`src/include/pcie_tag_alloc_regs.svh`:
```
// Purpose: Offsets, field positions, reset values and timing counts of the tag and
//          completion timeout block.
// Assumes: Byte addresses on a 32-bit Wishbone bus, clock period in ns.
// Notes:   Definitions only.
`ifndef PCIE_TAG_ALLOC_REGS_SVH
`define PCIE_TAG_ALLOC_REGS_SVH

// -----------------------------------------------------------------------------
// Register offsets
// -----------------------------------------------------------------------------
`define OFS_STEER_CTRL    8'h00
`define OFS_TXQ_CTRL      8'h04
`define OFS_RXQ_CTRL      8'h08
`define OFS_GEN_CTRL      8'h0c
`define OFS_DEV_CTRL2     8'h10
`define OFS_STATUS        8'h14

// -----------------------------------------------------------------------------
// Field positions
// -----------------------------------------------------------------------------
`define STEER_SYS_DIS_BIT 0
`define STEER_VER_BIT     1
`define TPH_SYS_EN_BIT    2
`define TXQ_DESC_STEER    8
`define TXQ_DESC_TPH      9
`define RXQ_DESC_STEER    8
`define RXQ_HDR_STEER     9
`define RXQ_PAY_STEER     10
`define RXQ_DESC_TPH      11
`define RXQ_PAY_TPH       12
`define GEN_RESEND_BIT    0
`define DC2_TO_DIS_BIT    4

// -----------------------------------------------------------------------------
// Reset values
// -----------------------------------------------------------------------------
`define RST_STEER_CTRL    32'h0000_0001
`define RST_GEN_CTRL      32'h0000_0007
`define RST_DEV_CTRL2     32'h0000_0000

// -----------------------------------------------------------------------------
// Tag values and timing
// -----------------------------------------------------------------------------
`define TAG_TX_DESC_RD    8'h18
`define TAG_RX_DESC_RD    8'h1c
`define TAG_TX_WB         8'h02
`define TAG_RX_WB         8'h04
`define TAG_WR_DATA       8'h06
`define TAG_MSI           8'h1e
`define TAG_NO_HINT       8'h00
`define TAG_MSG           8'h00
`define CLK_PERIOD_NS     4
`define TICK_NS           1000
`define TICK_CYCLES       (`TICK_NS / `CLK_PERIOD_NS)
`define TO_US_DEFAULT     26'd16000
`define TO_US_50US        26'd50
`define TO_US_100US       26'd100
`define TO_US_10MS        26'd10000
`define TO_US_55MS        26'd55000
`define TO_US_210MS       26'd210000
`define TO_US_900MS       26'd900000
`define TO_US_3500MS      26'd3500000
`define TO_US_13S         26'd13000000
`define TO_US_64S         26'd64000000

`endif

```
`src/include/pcie_tag_pkg.sv`:
```
// Purpose: Types shared by the tag allocator and its bench.
// Assumes: Eight read trackers: six data slots and two descriptor fetches.
// Notes:   Constants live in pcie_tag_alloc_regs.svh.
package pcie_tag_pkg;

  // Kind of request presented by an internal client.
  typedef enum logic [2:0] {
    RD_DATA, RD_TX_DESC, RD_RX_DESC, WR_TX_WB, WR_RX_WB, WR_DATA, WR_MSI, MSG
  } req_kind_type;

  // Request from the DMA, interrupt or descriptor clients.
  typedef struct packed {
    logic         valid;
    req_kind_type kind;
    logic [2:0]   slot;     // Data read slot 0..5.
    logic         header;   // Write data is a receive header, else payload.
  } req_type;

  // Header fields handed to the transmitter.
  typedef struct packed {
    logic       valid;
    logic       is_read;
    logic       resend;
    logic [7:0] tag;
  } tlp_type;

  // Completion header from the receiver.
  typedef struct packed {
    logic       valid;
    logic [7:0] tag;
    logic       last;
  } cpl_type;

  // Routing decision for completion data.
  typedef struct packed {
    logic       valid;
    logic [2:0] client;     // 0..5 data slot, 6 Tx descriptor, 7 Rx descriptor.
    logic       last;
    logic       stale;      // Request already ended; data must be dropped.
  } route_type;

endpackage

```
`src/rtl/pcie_tag_alloc_cpl_timeout.sv`:
```
// Purpose: Tag allocation for outgoing requests and completion timeout tracking.
// Assumes: Transmitter takes tlp_o while tlp_ready_i is high; completions arrive
//          with the tag of their request.
// Notes:   Registers reached over classic Wishbone, one word each.
`include "pcie_tag_alloc_regs.svh"

// Operation
// - Single function; capture device number from config.
// - Messages always carry tag zero.
// - Data reads tagged 0..5; completions steered by tag.
// - Descriptor reads tagged 0x18 and 0x1C only.
// - Steering off: write tags 0x2, 0x4, 0x6.
// - Steering off: interrupt writes tagged 0x1E.
// - Legacy, type disabled: use debug write tags.
// - Version one, type disabled: write tag zero.
// - Version one: messages, interrupts use no-hint tag.
// - Legacy enabled: tag {0000, cpu[2:0], 1}.
// - Version one enabled: tag is full CPU identifier.
// - Hints enabled: tag is full CPU identifier.
// - Start timeout timer when non-posted request sent.
// - Timeout enable in device control 2, default on.
// - Resend timed-out request when resend enabled.
// - Resends limited by programmable count, default three.
// - Support all timeout period ranges.
// - Request done after last completion; partial kept.
module pcie_tag_alloc_cpl_timeout
  import pcie_tag_pkg::*;
#(
  parameter int unsigned TICK_CYCLES = `TICK_CYCLES
) (
  input  wire logic        clk_i,          // Core clock, 250 MHz.
  input  wire logic        rst_i,          // Synchronous reset, active high.
  input  wire logic        wb_cyc_i,       // Wishbone cycle.
  input  wire logic        wb_stb_i,       // Wishbone strobe.
  input  wire logic        wb_we_i,        // Wishbone write enable.
  input  wire logic [7:0]  wb_adr_i,       // Wishbone byte address.
  input  wire logic [3:0]  wb_sel_i,       // Wishbone byte lanes.
  input  wire logic [31:0] wb_dat_i,       // Wishbone write data.
  output logic      [31:0] wb_dat_o,       // Wishbone read data.
  output logic             wb_ack_o,       // Wishbone acknowledge.
  input  wire logic        cfg_type0_wr_i, // Type 0 configuration write seen.
  input  wire logic [4:0]  cfg_dev_num_i,  // Device number of that write.
  input  wire req_type     req_i,          // Client request, held until ack.
  output logic             req_ack_o,      // Request taken, one-cycle pulse.
  output tlp_type          tlp_o,          // Header to transmitter.
  input  wire logic        tlp_ready_i,    // Transmitter takes tlp_o.
  input  wire cpl_type     cpl_i,          // Completion header.
  output route_type        route_o,        // Completion routing.
  output logic             timeout_o,      // Request abandoned, one-cycle pulse.
  output logic      [7:0]  timeout_tag_o   // Tag of the abandoned request.
);

  // ---------------------------------------------------------------------------
  // Registers
  // ---------------------------------------------------------------------------
  logic [31:0] steer_q, txq_q, rxq_q, gen_q, dc2_q;
  logic [4:0]  dev_num_q;
  logic        ack_q;
  logic [31:0] rdata_q;

  // Byte-lane write mask built from the select lines.
  wire [31:0] wmask = {{8{wb_sel_i[3]}}, {8{wb_sel_i[2]}}, {8{wb_sel_i[1]}}, {8{wb_sel_i[0]}}};
  wire        wb_req = wb_cyc_i & wb_stb_i & ~ack_q;
  // A write lands on the edge at which the master samples ack high.
  wire        wb_wr  = wb_cyc_i & wb_stb_i & wb_we_i & ack_q;
  wire        hit_steer = (wb_adr_i == `OFS_STEER_CTRL);
  wire        hit_txq   = (wb_adr_i == `OFS_TXQ_CTRL);
  wire        hit_rxq   = (wb_adr_i == `OFS_RXQ_CTRL);
  wire        hit_gen   = (wb_adr_i == `OFS_GEN_CTRL);
  wire        hit_dc2   = (wb_adr_i == `OFS_DEV_CTRL2);
  wire        hit_stat  = (wb_adr_i == `OFS_STATUS);

  // Control fields.
  wire        steer_sys_off = steer_q[`STEER_SYS_DIS_BIT];
  wire        steer_v1      = steer_q[`STEER_VER_BIT];
  wire        tph_sys       = steer_q[`TPH_SYS_EN_BIT];
  wire        to_enable     = ~dc2_q[`DC2_TO_DIS_BIT];
  wire        resend_en     = gen_q[`GEN_RESEND_BIT];
  wire [3:0]  resend_max    = gen_q[4:1];
  wire [3:0]  to_range      = dc2_q[3:0];

  // Tracker state, one per read tag.
  logic [7:0]  busy_q, pend_q;
  logic [25:0] timer_q [8];
  logic [3:0]  tries_q [8];

  // Read data selection; unmapped addresses read as zero.
  logic [31:0] rsel;
  always_comb begin
    if (hit_steer) begin
      rsel = steer_q;
    end else if (hit_txq) begin
      rsel = txq_q;
    end else if (hit_rxq) begin
      rsel = rxq_q;
    end else if (hit_gen) begin
      rsel = gen_q;
    end else if (hit_dc2) begin
      rsel = dc2_q;
    end else if (hit_stat) begin
      rsel = {11'h000, dev_num_q, pend_q, busy_q};
    end else begin
      rsel = 32'h0000_0000;
    end
  end

  // Bus slave: one wait state, ack drops in the cycle after it is given.
  always_ff @(posedge clk_i) begin
    if (rst_i) begin
      ack_q   <= 1'b0;
      rdata_q <= 32'h0000_0000;
    end else begin
      ack_q   <= wb_req;
      rdata_q <= rsel;
    end
  end

  // Software-written registers; writes land with the ack.
  always_ff @(posedge clk_i) begin
    if (rst_i) begin
      steer_q <= `RST_STEER_CTRL;
      txq_q   <= 32'h0000_0000;
      rxq_q   <= 32'h0000_0000;
      gen_q   <= `RST_GEN_CTRL;
      dc2_q   <= `RST_DEV_CTRL2;
    end else if (wb_wr) begin
      if (hit_steer) steer_q <= (steer_q & ~wmask) | (wb_dat_i & wmask & 32'h0000_0007);
      if (hit_txq)   txq_q   <= (txq_q & ~wmask) | (wb_dat_i & wmask & 32'h0000_03ff);
      if (hit_rxq)   rxq_q   <= (rxq_q & ~wmask) | (wb_dat_i & wmask & 32'h0000_1fff);
      if (hit_gen)   gen_q   <= (gen_q & ~wmask) | (wb_dat_i & wmask & 32'h0000_001f);
      if (hit_dc2)   dc2_q   <= (dc2_q & ~wmask) | (wb_dat_i & wmask & 32'h0000_001f);
    end
  end

  // The function's device number follows each type 0 configuration write.
  always_ff @(posedge clk_i) begin
    if (rst_i) begin
      dev_num_q <= 5'h00;
    end else if (cfg_type0_wr_i) begin
      dev_num_q <= cfg_dev_num_i;
    end
  end

  // ---------------------------------------------------------------------------
  // Tag selection
  // ---------------------------------------------------------------------------
  // Per-type enables and identifiers. Write data of a header goes with header
  // steering; hints are only defined for descriptors and payload.
  wire        is_tx   = (req_i.kind == WR_TX_WB);
  wire [7:0]  cpu_id  = is_tx ? txq_q[7:0] : rxq_q[7:0];
  wire        typ_steer = is_tx ? txq_q[`TXQ_DESC_STEER] :
                          (req_i.kind == WR_RX_WB) ? rxq_q[`RXQ_DESC_STEER] :
                          req_i.header ? rxq_q[`RXQ_HDR_STEER] : rxq_q[`RXQ_PAY_STEER];
  wire        typ_tph = is_tx ? txq_q[`TXQ_DESC_TPH] :
                        (req_i.kind == WR_RX_WB) ? rxq_q[`RXQ_DESC_TPH] :
                        ~req_i.header & rxq_q[`RXQ_PAY_TPH];
  wire [7:0]  dbg_tag = is_tx ? `TAG_TX_WB :
                        (req_i.kind == WR_RX_WB) ? `TAG_RX_WB : `TAG_WR_DATA;

  // Write tag: hints first, then steering mode, then the debug table.
  logic [7:0] wr_tag;
  always_comb begin
    if (tph_sys && typ_tph) begin
      wr_tag = cpu_id;
    end else if (steer_sys_off) begin
      wr_tag = dbg_tag;
    end else if (typ_steer && steer_v1) begin
      wr_tag = cpu_id;
    end else if (typ_steer) begin
      wr_tag = {4'h0, cpu_id[2:0], 1'b1};
    end else if (steer_v1) begin
      wr_tag = `TAG_NO_HINT;
    end else begin
      wr_tag = dbg_tag;
    end
  end

  // Tag and tracker index for the presented request.
  logic [7:0] new_tag;
  logic [2:0] new_idx;
  logic       new_read;
  always_comb begin
    new_idx  = req_i.slot;
    new_read = 1'b1;
    case (req_i.kind)
      RD_DATA: begin
        new_tag = {5'h00, req_i.slot};
      end
      RD_TX_DESC: begin
        new_tag = `TAG_TX_DESC_RD;
        new_idx = 3'd6;
      end
      RD_RX_DESC: begin
        new_tag = `TAG_RX_DESC_RD;
        new_idx = 3'd7;
      end
      WR_MSI: begin
        new_read = 1'b0;
        new_tag  = (!steer_sys_off && steer_v1) ? `TAG_NO_HINT : `TAG_MSI;
      end
      MSG: begin
        new_read = 1'b0;
        new_tag  = steer_v1 ? `TAG_NO_HINT : `TAG_MSG;
      end
      default: begin
        new_read = 1'b0;
        new_tag  = wr_tag;
      end
    endcase
  end

  // Tracker index to read tag.
  function automatic logic [7:0] idx_tag(input logic [2:0] idx);
    if (idx == 3'd6) begin
      return `TAG_TX_DESC_RD;
    end else if (idx == 3'd7) begin
      return `TAG_RX_DESC_RD;
    end else begin
      return {5'h00, idx};
    end
  endfunction

  // ---------------------------------------------------------------------------
  // Issue arbitration
  // ---------------------------------------------------------------------------
  // Resends win over new requests so a stalled slot is freed first. A read
  // whose tag is still outstanding waits; slots above five are refused.
  logic       rs_any;
  logic [2:0] rs_idx;
  always_comb begin
    rs_any = 1'b0;
    rs_idx = 3'd0;
    for (int i = 7; i >= 0; i--) begin
      if (pend_q[i]) begin
        rs_any = 1'b1;
        rs_idx = 3'(i);
      end
    end
  end

  wire can_issue = ~tlp_o.valid | tlp_ready_i;
  wire slot_ok   = (req_i.kind != RD_DATA) || (req_i.slot <= 3'd5);
  wire new_go    = can_issue & ~rs_any & req_i.valid & ~req_ack_o & slot_ok
                   & ~(new_read & busy_q[new_idx]);
  wire rs_go     = can_issue & rs_any;

  always_ff @(posedge clk_i) begin
    if (rst_i) begin
      tlp_o     <= '0;
      req_ack_o <= 1'b0;
    end else begin
      req_ack_o <= new_go;
      if (rs_go) begin
        tlp_o <= '{valid: 1'b1, is_read: 1'b1, resend: 1'b1, tag: idx_tag(rs_idx)};
      end else if (new_go) begin
        tlp_o <= '{valid: 1'b1, is_read: new_read, resend: 1'b0, tag: new_tag};
      end else if (tlp_ready_i) begin
        tlp_o.valid <= 1'b0;
      end
    end
  end

  // ---------------------------------------------------------------------------
  // Completion timeout
  // ---------------------------------------------------------------------------
  // Period limit in microsecond ticks for each range code.
  logic [25:0] limit;
  always_comb begin
    case (to_range)
      4'h1:    limit = `TO_US_50US;
      4'h2:    limit = `TO_US_100US;
      4'h5:    limit = `TO_US_10MS;
      4'h6:    limit = `TO_US_55MS;
      4'h9:    limit = `TO_US_210MS;
      4'ha:    limit = `TO_US_900MS;
      4'hd:    limit = `TO_US_3500MS;
      4'he:    limit = `TO_US_13S;
      4'hf:    limit = `TO_US_64S;
      default: limit = `TO_US_DEFAULT;
    endcase
  end

  // One-microsecond tick shared by all trackers.
  logic [15:0] pre_q;
  wire         tick = (pre_q == 16'(TICK_CYCLES - 1));
  always_ff @(posedge clk_i) begin
    if (rst_i || tick) begin
      pre_q <= 16'h0000;
    end else begin
      pre_q <= pre_q + 16'h0001;
    end
  end

  // Completion lookup: which tracker a tag belongs to.
  wire       cpl_data = (cpl_i.tag <= 8'h05);
  wire       cpl_map  = cpl_data | (cpl_i.tag == `TAG_TX_DESC_RD) |
                        (cpl_i.tag == `TAG_RX_DESC_RD);
  wire [2:0] cpl_idx  = cpl_data ? cpl_i.tag[2:0] :
                        (cpl_i.tag == `TAG_TX_DESC_RD) ? 3'd6 : 3'd7;
  wire       cpl_live = cpl_i.valid & cpl_map & busy_q[cpl_idx];

  // Tracker update. A tracker is armed when its read is sent, ends on its last
  // completion, and on expiry either asks for a resend or gives up. A last
  // completion beats an expiry in the same cycle so arrived data is never lost.
  logic [7:0] to_hit;
  logic [7:0] to_end;
  logic [2:0] to_idx;
  always_comb begin
    to_hit = 8'h00;
    to_end = 8'h00;
    to_idx = 3'd0;
    for (int i = 0; i < 8; i++) begin
      to_hit[i] = busy_q[i] & ~pend_q[i] & tick & to_enable & (timer_q[i] >= limit);
      to_end[i] = to_hit[i] & ~(cpl_live & cpl_i.last & (cpl_idx == 3'(i)))
                  & ~(resend_en & (tries_q[i] < resend_max));
      if (to_end[i]) begin
        to_idx = 3'(i);
      end
    end
  end

  always_ff @(posedge clk_i) begin
    if (rst_i) begin
      busy_q <= 8'h00;
      pend_q <= 8'h00;
      for (int i = 0; i < 8; i++) begin
        timer_q[i] <= 26'd0;
        tries_q[i] <= 4'h0;
      end
    end else begin
      for (int i = 0; i < 8; i++) begin
        if (new_go && new_read && new_idx == 3'(i)) begin
          busy_q[i]  <= 1'b1;
          timer_q[i] <= 26'd0;
          tries_q[i] <= 4'h0;
        end else if (rs_go && rs_idx == 3'(i)) begin
          pend_q[i]  <= 1'b0;
          timer_q[i] <= 26'd0;
        end else if (cpl_live && cpl_i.last && cpl_idx == 3'(i)) begin
          busy_q[i] <= 1'b0;
          pend_q[i] <= 1'b0;
        end else if (to_hit[i]) begin
          if (resend_en && tries_q[i] < resend_max) begin
            pend_q[i]  <= 1'b1;
            tries_q[i] <= tries_q[i] + 4'h1;
          end else begin
            busy_q[i] <= 1'b0;
          end
        end else if (busy_q[i] && tick && to_enable) begin
          timer_q[i] <= timer_q[i] + 26'd1;
        end
      end
    end
  end

  // Abandon report: one pulse per cycle in which trackers give up; the highest tracker index is reported.
  wire give_up = |to_end;
  always_ff @(posedge clk_i) begin
    if (rst_i) begin
      timeout_o     <= 1'b0;
      timeout_tag_o <= 8'h00;
    end else begin
      timeout_o     <= give_up;
      timeout_tag_o <= give_up ? idx_tag(to_idx) : timeout_tag_o;
    end
  end

  // Completion routing. Data for a request that has ended is flagged stale so
  // the client drops it; partial data before expiry is kept by the client.
  always_ff @(posedge clk_i) begin
    if (rst_i) begin
      route_o <= '0;
    end else begin
      route_o <= '{valid: cpl_i.valid & cpl_map, client: cpl_idx,
                   last: cpl_i.last, stale: ~cpl_live};
    end
  end

  assign wb_ack_o = ack_q;
  assign wb_dat_o = rdata_q;

endmodule

```
`config.mk`:
```
export PLATFORM = sky130hd
export DESIGN_NAME = pcie_tag_alloc_cpl_timeout
export DESIGN_NICKNAME = d
export VERILOG_FILES = /design/src/include/pcie_tag_pkg.sv /design/src/rtl/pcie_tag_alloc_cpl_timeout.sv
export VERILOG_INCLUDE_DIRS = /design/src /design/src/include
export SDC_FILE = /design/constraint.sdc
export NUM_CORES = 1
export LEC_CHECK = 0
export ABC_AREA = 1
export ABC_CLOCK_PERIOD_IN_PS = 3600
export BUFFER_PORTS_ARGS = -buffer_cell sky130_fd_sc_hd__buf_4
export CORE_MARGIN = 4
export CORE_UTILIZATION = 57
export CTS_CLUSTER_SIZE = 20
export DETAILED_ROUTE_END_ITERATION = 10
export GPL_TIMING_DRIVEN = 0
export PLACE_DENSITY = 0.81
export SYNTH_ARGS = -nofsm -noshare
export SYNTH_HDL_FRONTEND = slang
export SYNTH_SLANG_ARGS = --single-unit
```
`constraint.sdc`:
```
create_clock -name clk_i -period 3.6 [get_ports clk_i]
set_input_delay 0.54 -clock clk_i [delete_from_list [all_inputs] [get_ports clk_i]]
set_output_delay 0.54 -clock clk_i [all_outputs]
set_load 0.02 [all_outputs]
```
==> impl_metrics.yaml <==
run_status:
  status: "finished clean"
global_routing:
  gr-usage-all-layers_pct: 28.2
  grt_overflow: 0
  grt_pass1_wl_um: 128000
  antenna_found_initial: 2
  grt_max_degree: 27
  grt_pass1_vias: 24700
yosys:
  synth.yosys.seq_area_share_pct: 43.0
  synth-async-reset-ratio_pct: 0
  synthTopCellsByCount: "inv_1 (563), nand2_1 (512), nor2_1 (405), dfxtp_1 (276), nand3_1 (265)"
  synthTopCellsByArea: "edfxtp_1 (24%), dfxtp_1 (19%), ha_1 (10%)"
  synth-edff-count: 240
  ys_seq_elements: 516
  synth_top_area_share_pct: 24.3
  synth_largest_area_cell: "edfxtp_1"
  synth_area_mm2: 0.0296
  post-synth-top-count-cell: "inv_1"
  syn_inst: 3607
  yosysWarnings: 0
  synth_cell_types: 66
  synth.avg_cell_area_um2: 8.21
  synth_flop_cell: "dfxtp_1"
power:
  powerDensity_mw_per_mm2: 397
  total_leakage_power_uw: 0.0147
  vdd_ir_drop_max_mv: 0.352
die:
  die_area_mm2: 0.0557
  num_io_pins: 134
  rows: 83
  fp.coreArea_mm2: 0.0514
  die_w_um: 236
  start_util_pct: 57.6
  fp.dieH_um: 236
cells_and_area:
  drive_gt1_share_pct: 9.58
  antenna_cells: 0
  stdcell_area_mm2: 0.0334
  syn2layout_area_growth_pct: 13.0
  final.fill_count: 4229
  postLayoutCoreUtil_pct: 65.1
  nNetsFinal: 4107
  fin_cells: 4511
clock_tree:
  numCtsBuffers: 54
  cts_root_buf: "clkbuf_16"
  clockBufferDepth: 3
  cts_hold_buf: 0
  htreeDepth: 2
  cts_tree: "done"
  clk_latency_ns: 0.63
  path_clk_slew_ns: 0.07
  clkSinkCount: 516
worst_hold_path:
  min-delay-path-class: "in2reg"
  min_from: "wb_stb_i"
  min_to: "wb_ack_o"
  hold_depth: 3
detailed_routing:
  wl_per_cell_um: 18.0
  via_per_inst: 5.76
  wl_um: 81200
  drtPass1Iterations: 6
  num_vias: 26000
  drc: 0
  drtAntennaViolNets: 0
  drt_iter0_drc: 2533
sta:
  finalCritPeriodShare_pct: 95.9
  worstMarginPinSlew_ns: 1.07
  slew_headroom_pct: 26.9
  max_freq_ghz: 0.290
  clock_skew_ns: 0.0205
  fin_crit_ns: 3.45
  hold_violations: 0
  maxSlewViolCount: 0
  setup_viol: 0
worst_setup_path:
  slowest_stage: "nand3_2"
  critPathKind: "reg2reg"
  critPathArrivalTime_ns: 3.58
  crit_path_frequent_cell: "nand2_1"
  cp_cell_sequence: "inv_1, ha_1, nand2_1, or2_2, a21oi_1, o21ai_0, nand2_1, nand4_1, nand3_1, nand2_1, inv_1, nor2_1, nand3_1, nand3_2"
  reg2reg_slack_ns: 0.15
  critPathTopFamily: "simple AND/OR/NAND/NOR gates"
  r2r_cells: 14
  reg2reg_from: "limit[3]"
  slowest_delay_ns: 0.59
  worstSetupStartpointType: "register"
  reg2reg_to: "timer_q[1][86]"
  end_kind: "register"
  path_max_fanout: 26
  crit_buf_inv: 2
  critPathRequiredTime_ns: 3.73
placed_design:
  dpl_cell_area_mm2: 0.0313
  place.gp.congestion: 1.00
  port-buffer-count: 110
  dpl.cell_count: 4399
  dpl.hpwl_um: 58200
run:
  max-cap-violations: 0
[how the worst max path moves through the flow]
stage,startpoint,cells after the start,endpoint
after floorplan,cpl_i[7],15,timer_q[1][26]
after global placement,rst_i,6,timer_q[1][51]
after detailed placement,req_i[4],16,timer_q[0][81]
after CTS,pend_q[7],11,timer_q[1][42]
after global routing,limit[19],16,timer_q[0][70]
final,limit[3],14,timer_q[1][86]
[routing by layer]
layer	global-route usage [%]	wire length [um]	vias to the layer above
met2	47.0	37400	1120
met5	0	16	-
met3	4.98	6920	263
li1	-	-	12500
met1	36.1	32800	12100
met4	12.3	4090	2
[cell type report]
cell class / instances / area (um^2) / share of cell area, %
inverters: 583 / 2200 / 6.57
clock buffers: 74 / 1580 / 4.73
repair buffers: 118 / 911 / 2.72
flip-flops and latches: 516 / 12700 / 38.1
well taps: 680 / 851 / 2.54
multi-input cells: 2440 / 14500 / 43.3
plain buffers: 72 / 374 / 1.12
clock inverters: 28 / 328 / 0.980
[worst reg2reg max path, cell delays in order, from the launching register on]
cell,delay [ns]
dfxtp_1,0.30
inv_1,0.50
ha_1,0.29
nand2_1,0.05
or2_2,0.26
a21oi_1,0.13
o21ai_0,0.09
nand2_1,0.09
nand4_1,0.08
nand3_1,0.17
nand2_1,0.12
inv_1,0.10
nor2_1,0.06
nand3_1,0.11
nand3_2,0.59
[registers in the layout (all words and copies together), names as in the netlist, named ones only]
| name | cells |
|---|---|
| wb_dat_o | 32 |
| route_o | 6 |
| rxq_q | 19 |
| busy_q | 8 |
| req_ack_o | 1 |
| tries_q | 32 |
| timeout_o | 1 |
| limit | 23 |
| wb_ack_o | 1 |
| gen_q | 27 |
| pend_q | 8 |
| dc2_q | 31 |
| timer_q | 208 |
| tlp_o | 11 |
| txq_q | 22 |
| steer_q | 29 |
| timeout_tag_o | 4 |
| pre_q | 16 |
| dev_num_q | 5 |
[per-stage QoR]
stage               setup slack [ns]  total power (uW)  setup TNS, ns  hold WS (ns)
floorplan                     0.0947              7040              0         0.430
global placement               -1.72              7330        -144.21         0.441
detailed placement            -0.984              7360        -126.08         0.442
CTS                            0.124             13300              0         0.133
global route                -0.00568             13700        -0.0306         0.159
finish                         0.149             13300              0         0.153
[power by group]
part	total, uW	switching (uW)	leakage, uW	internal [uW]
clock network	6020	2490	0.000949	3530
registers	6410	150	0.00470	6260
logic	849	550	0.00906	299
[cells by family (layout without fill, tap and decap cells)]
logic type      after synthesis  count (layout)  synth area share (%)
xor+xnor                    125             125                  3.70
flops                       516             516                  43.0
compound gates              532             533                  10.3
buf+inv                     655             875                  8.66
simple gates               1530            1531                  23.8
other cells                   1               3                0.0127
fa+ha+maj                   248             248                  10.5
[what timing repair did]
item,in CTS,in global routing
gates cloned,1,1
resized for setup,13,7
pin swaps,0,0
setup endpoints to repair,208,124
setup buffers,7,1
[cell usage in the layout (no fill, tap or decap), drive strengths merged, types with 4 or more instances in the layout]
cell type	instances
bufinv	6
o211ai	23
clkbuf	121
buf	143
xnor2	48
a211oi	6
clkinvlp	4
o21a	16
o22ai	10
a31oi	29
a221oi	23
nor3	118
edfxtp	240
ha	248
clkinv	17
a21oi	254
nor3b	12
nand3	270
nor2	439
nor4	45
nand3b	10
o21ai	142
nand4	84
o31ai	4
nand2	521
or2	12
xor2	77
dfxtp	276
a2111oi	6
and3	13
inv	584
No activity file was read; power rests on OpenSTA's default activity.
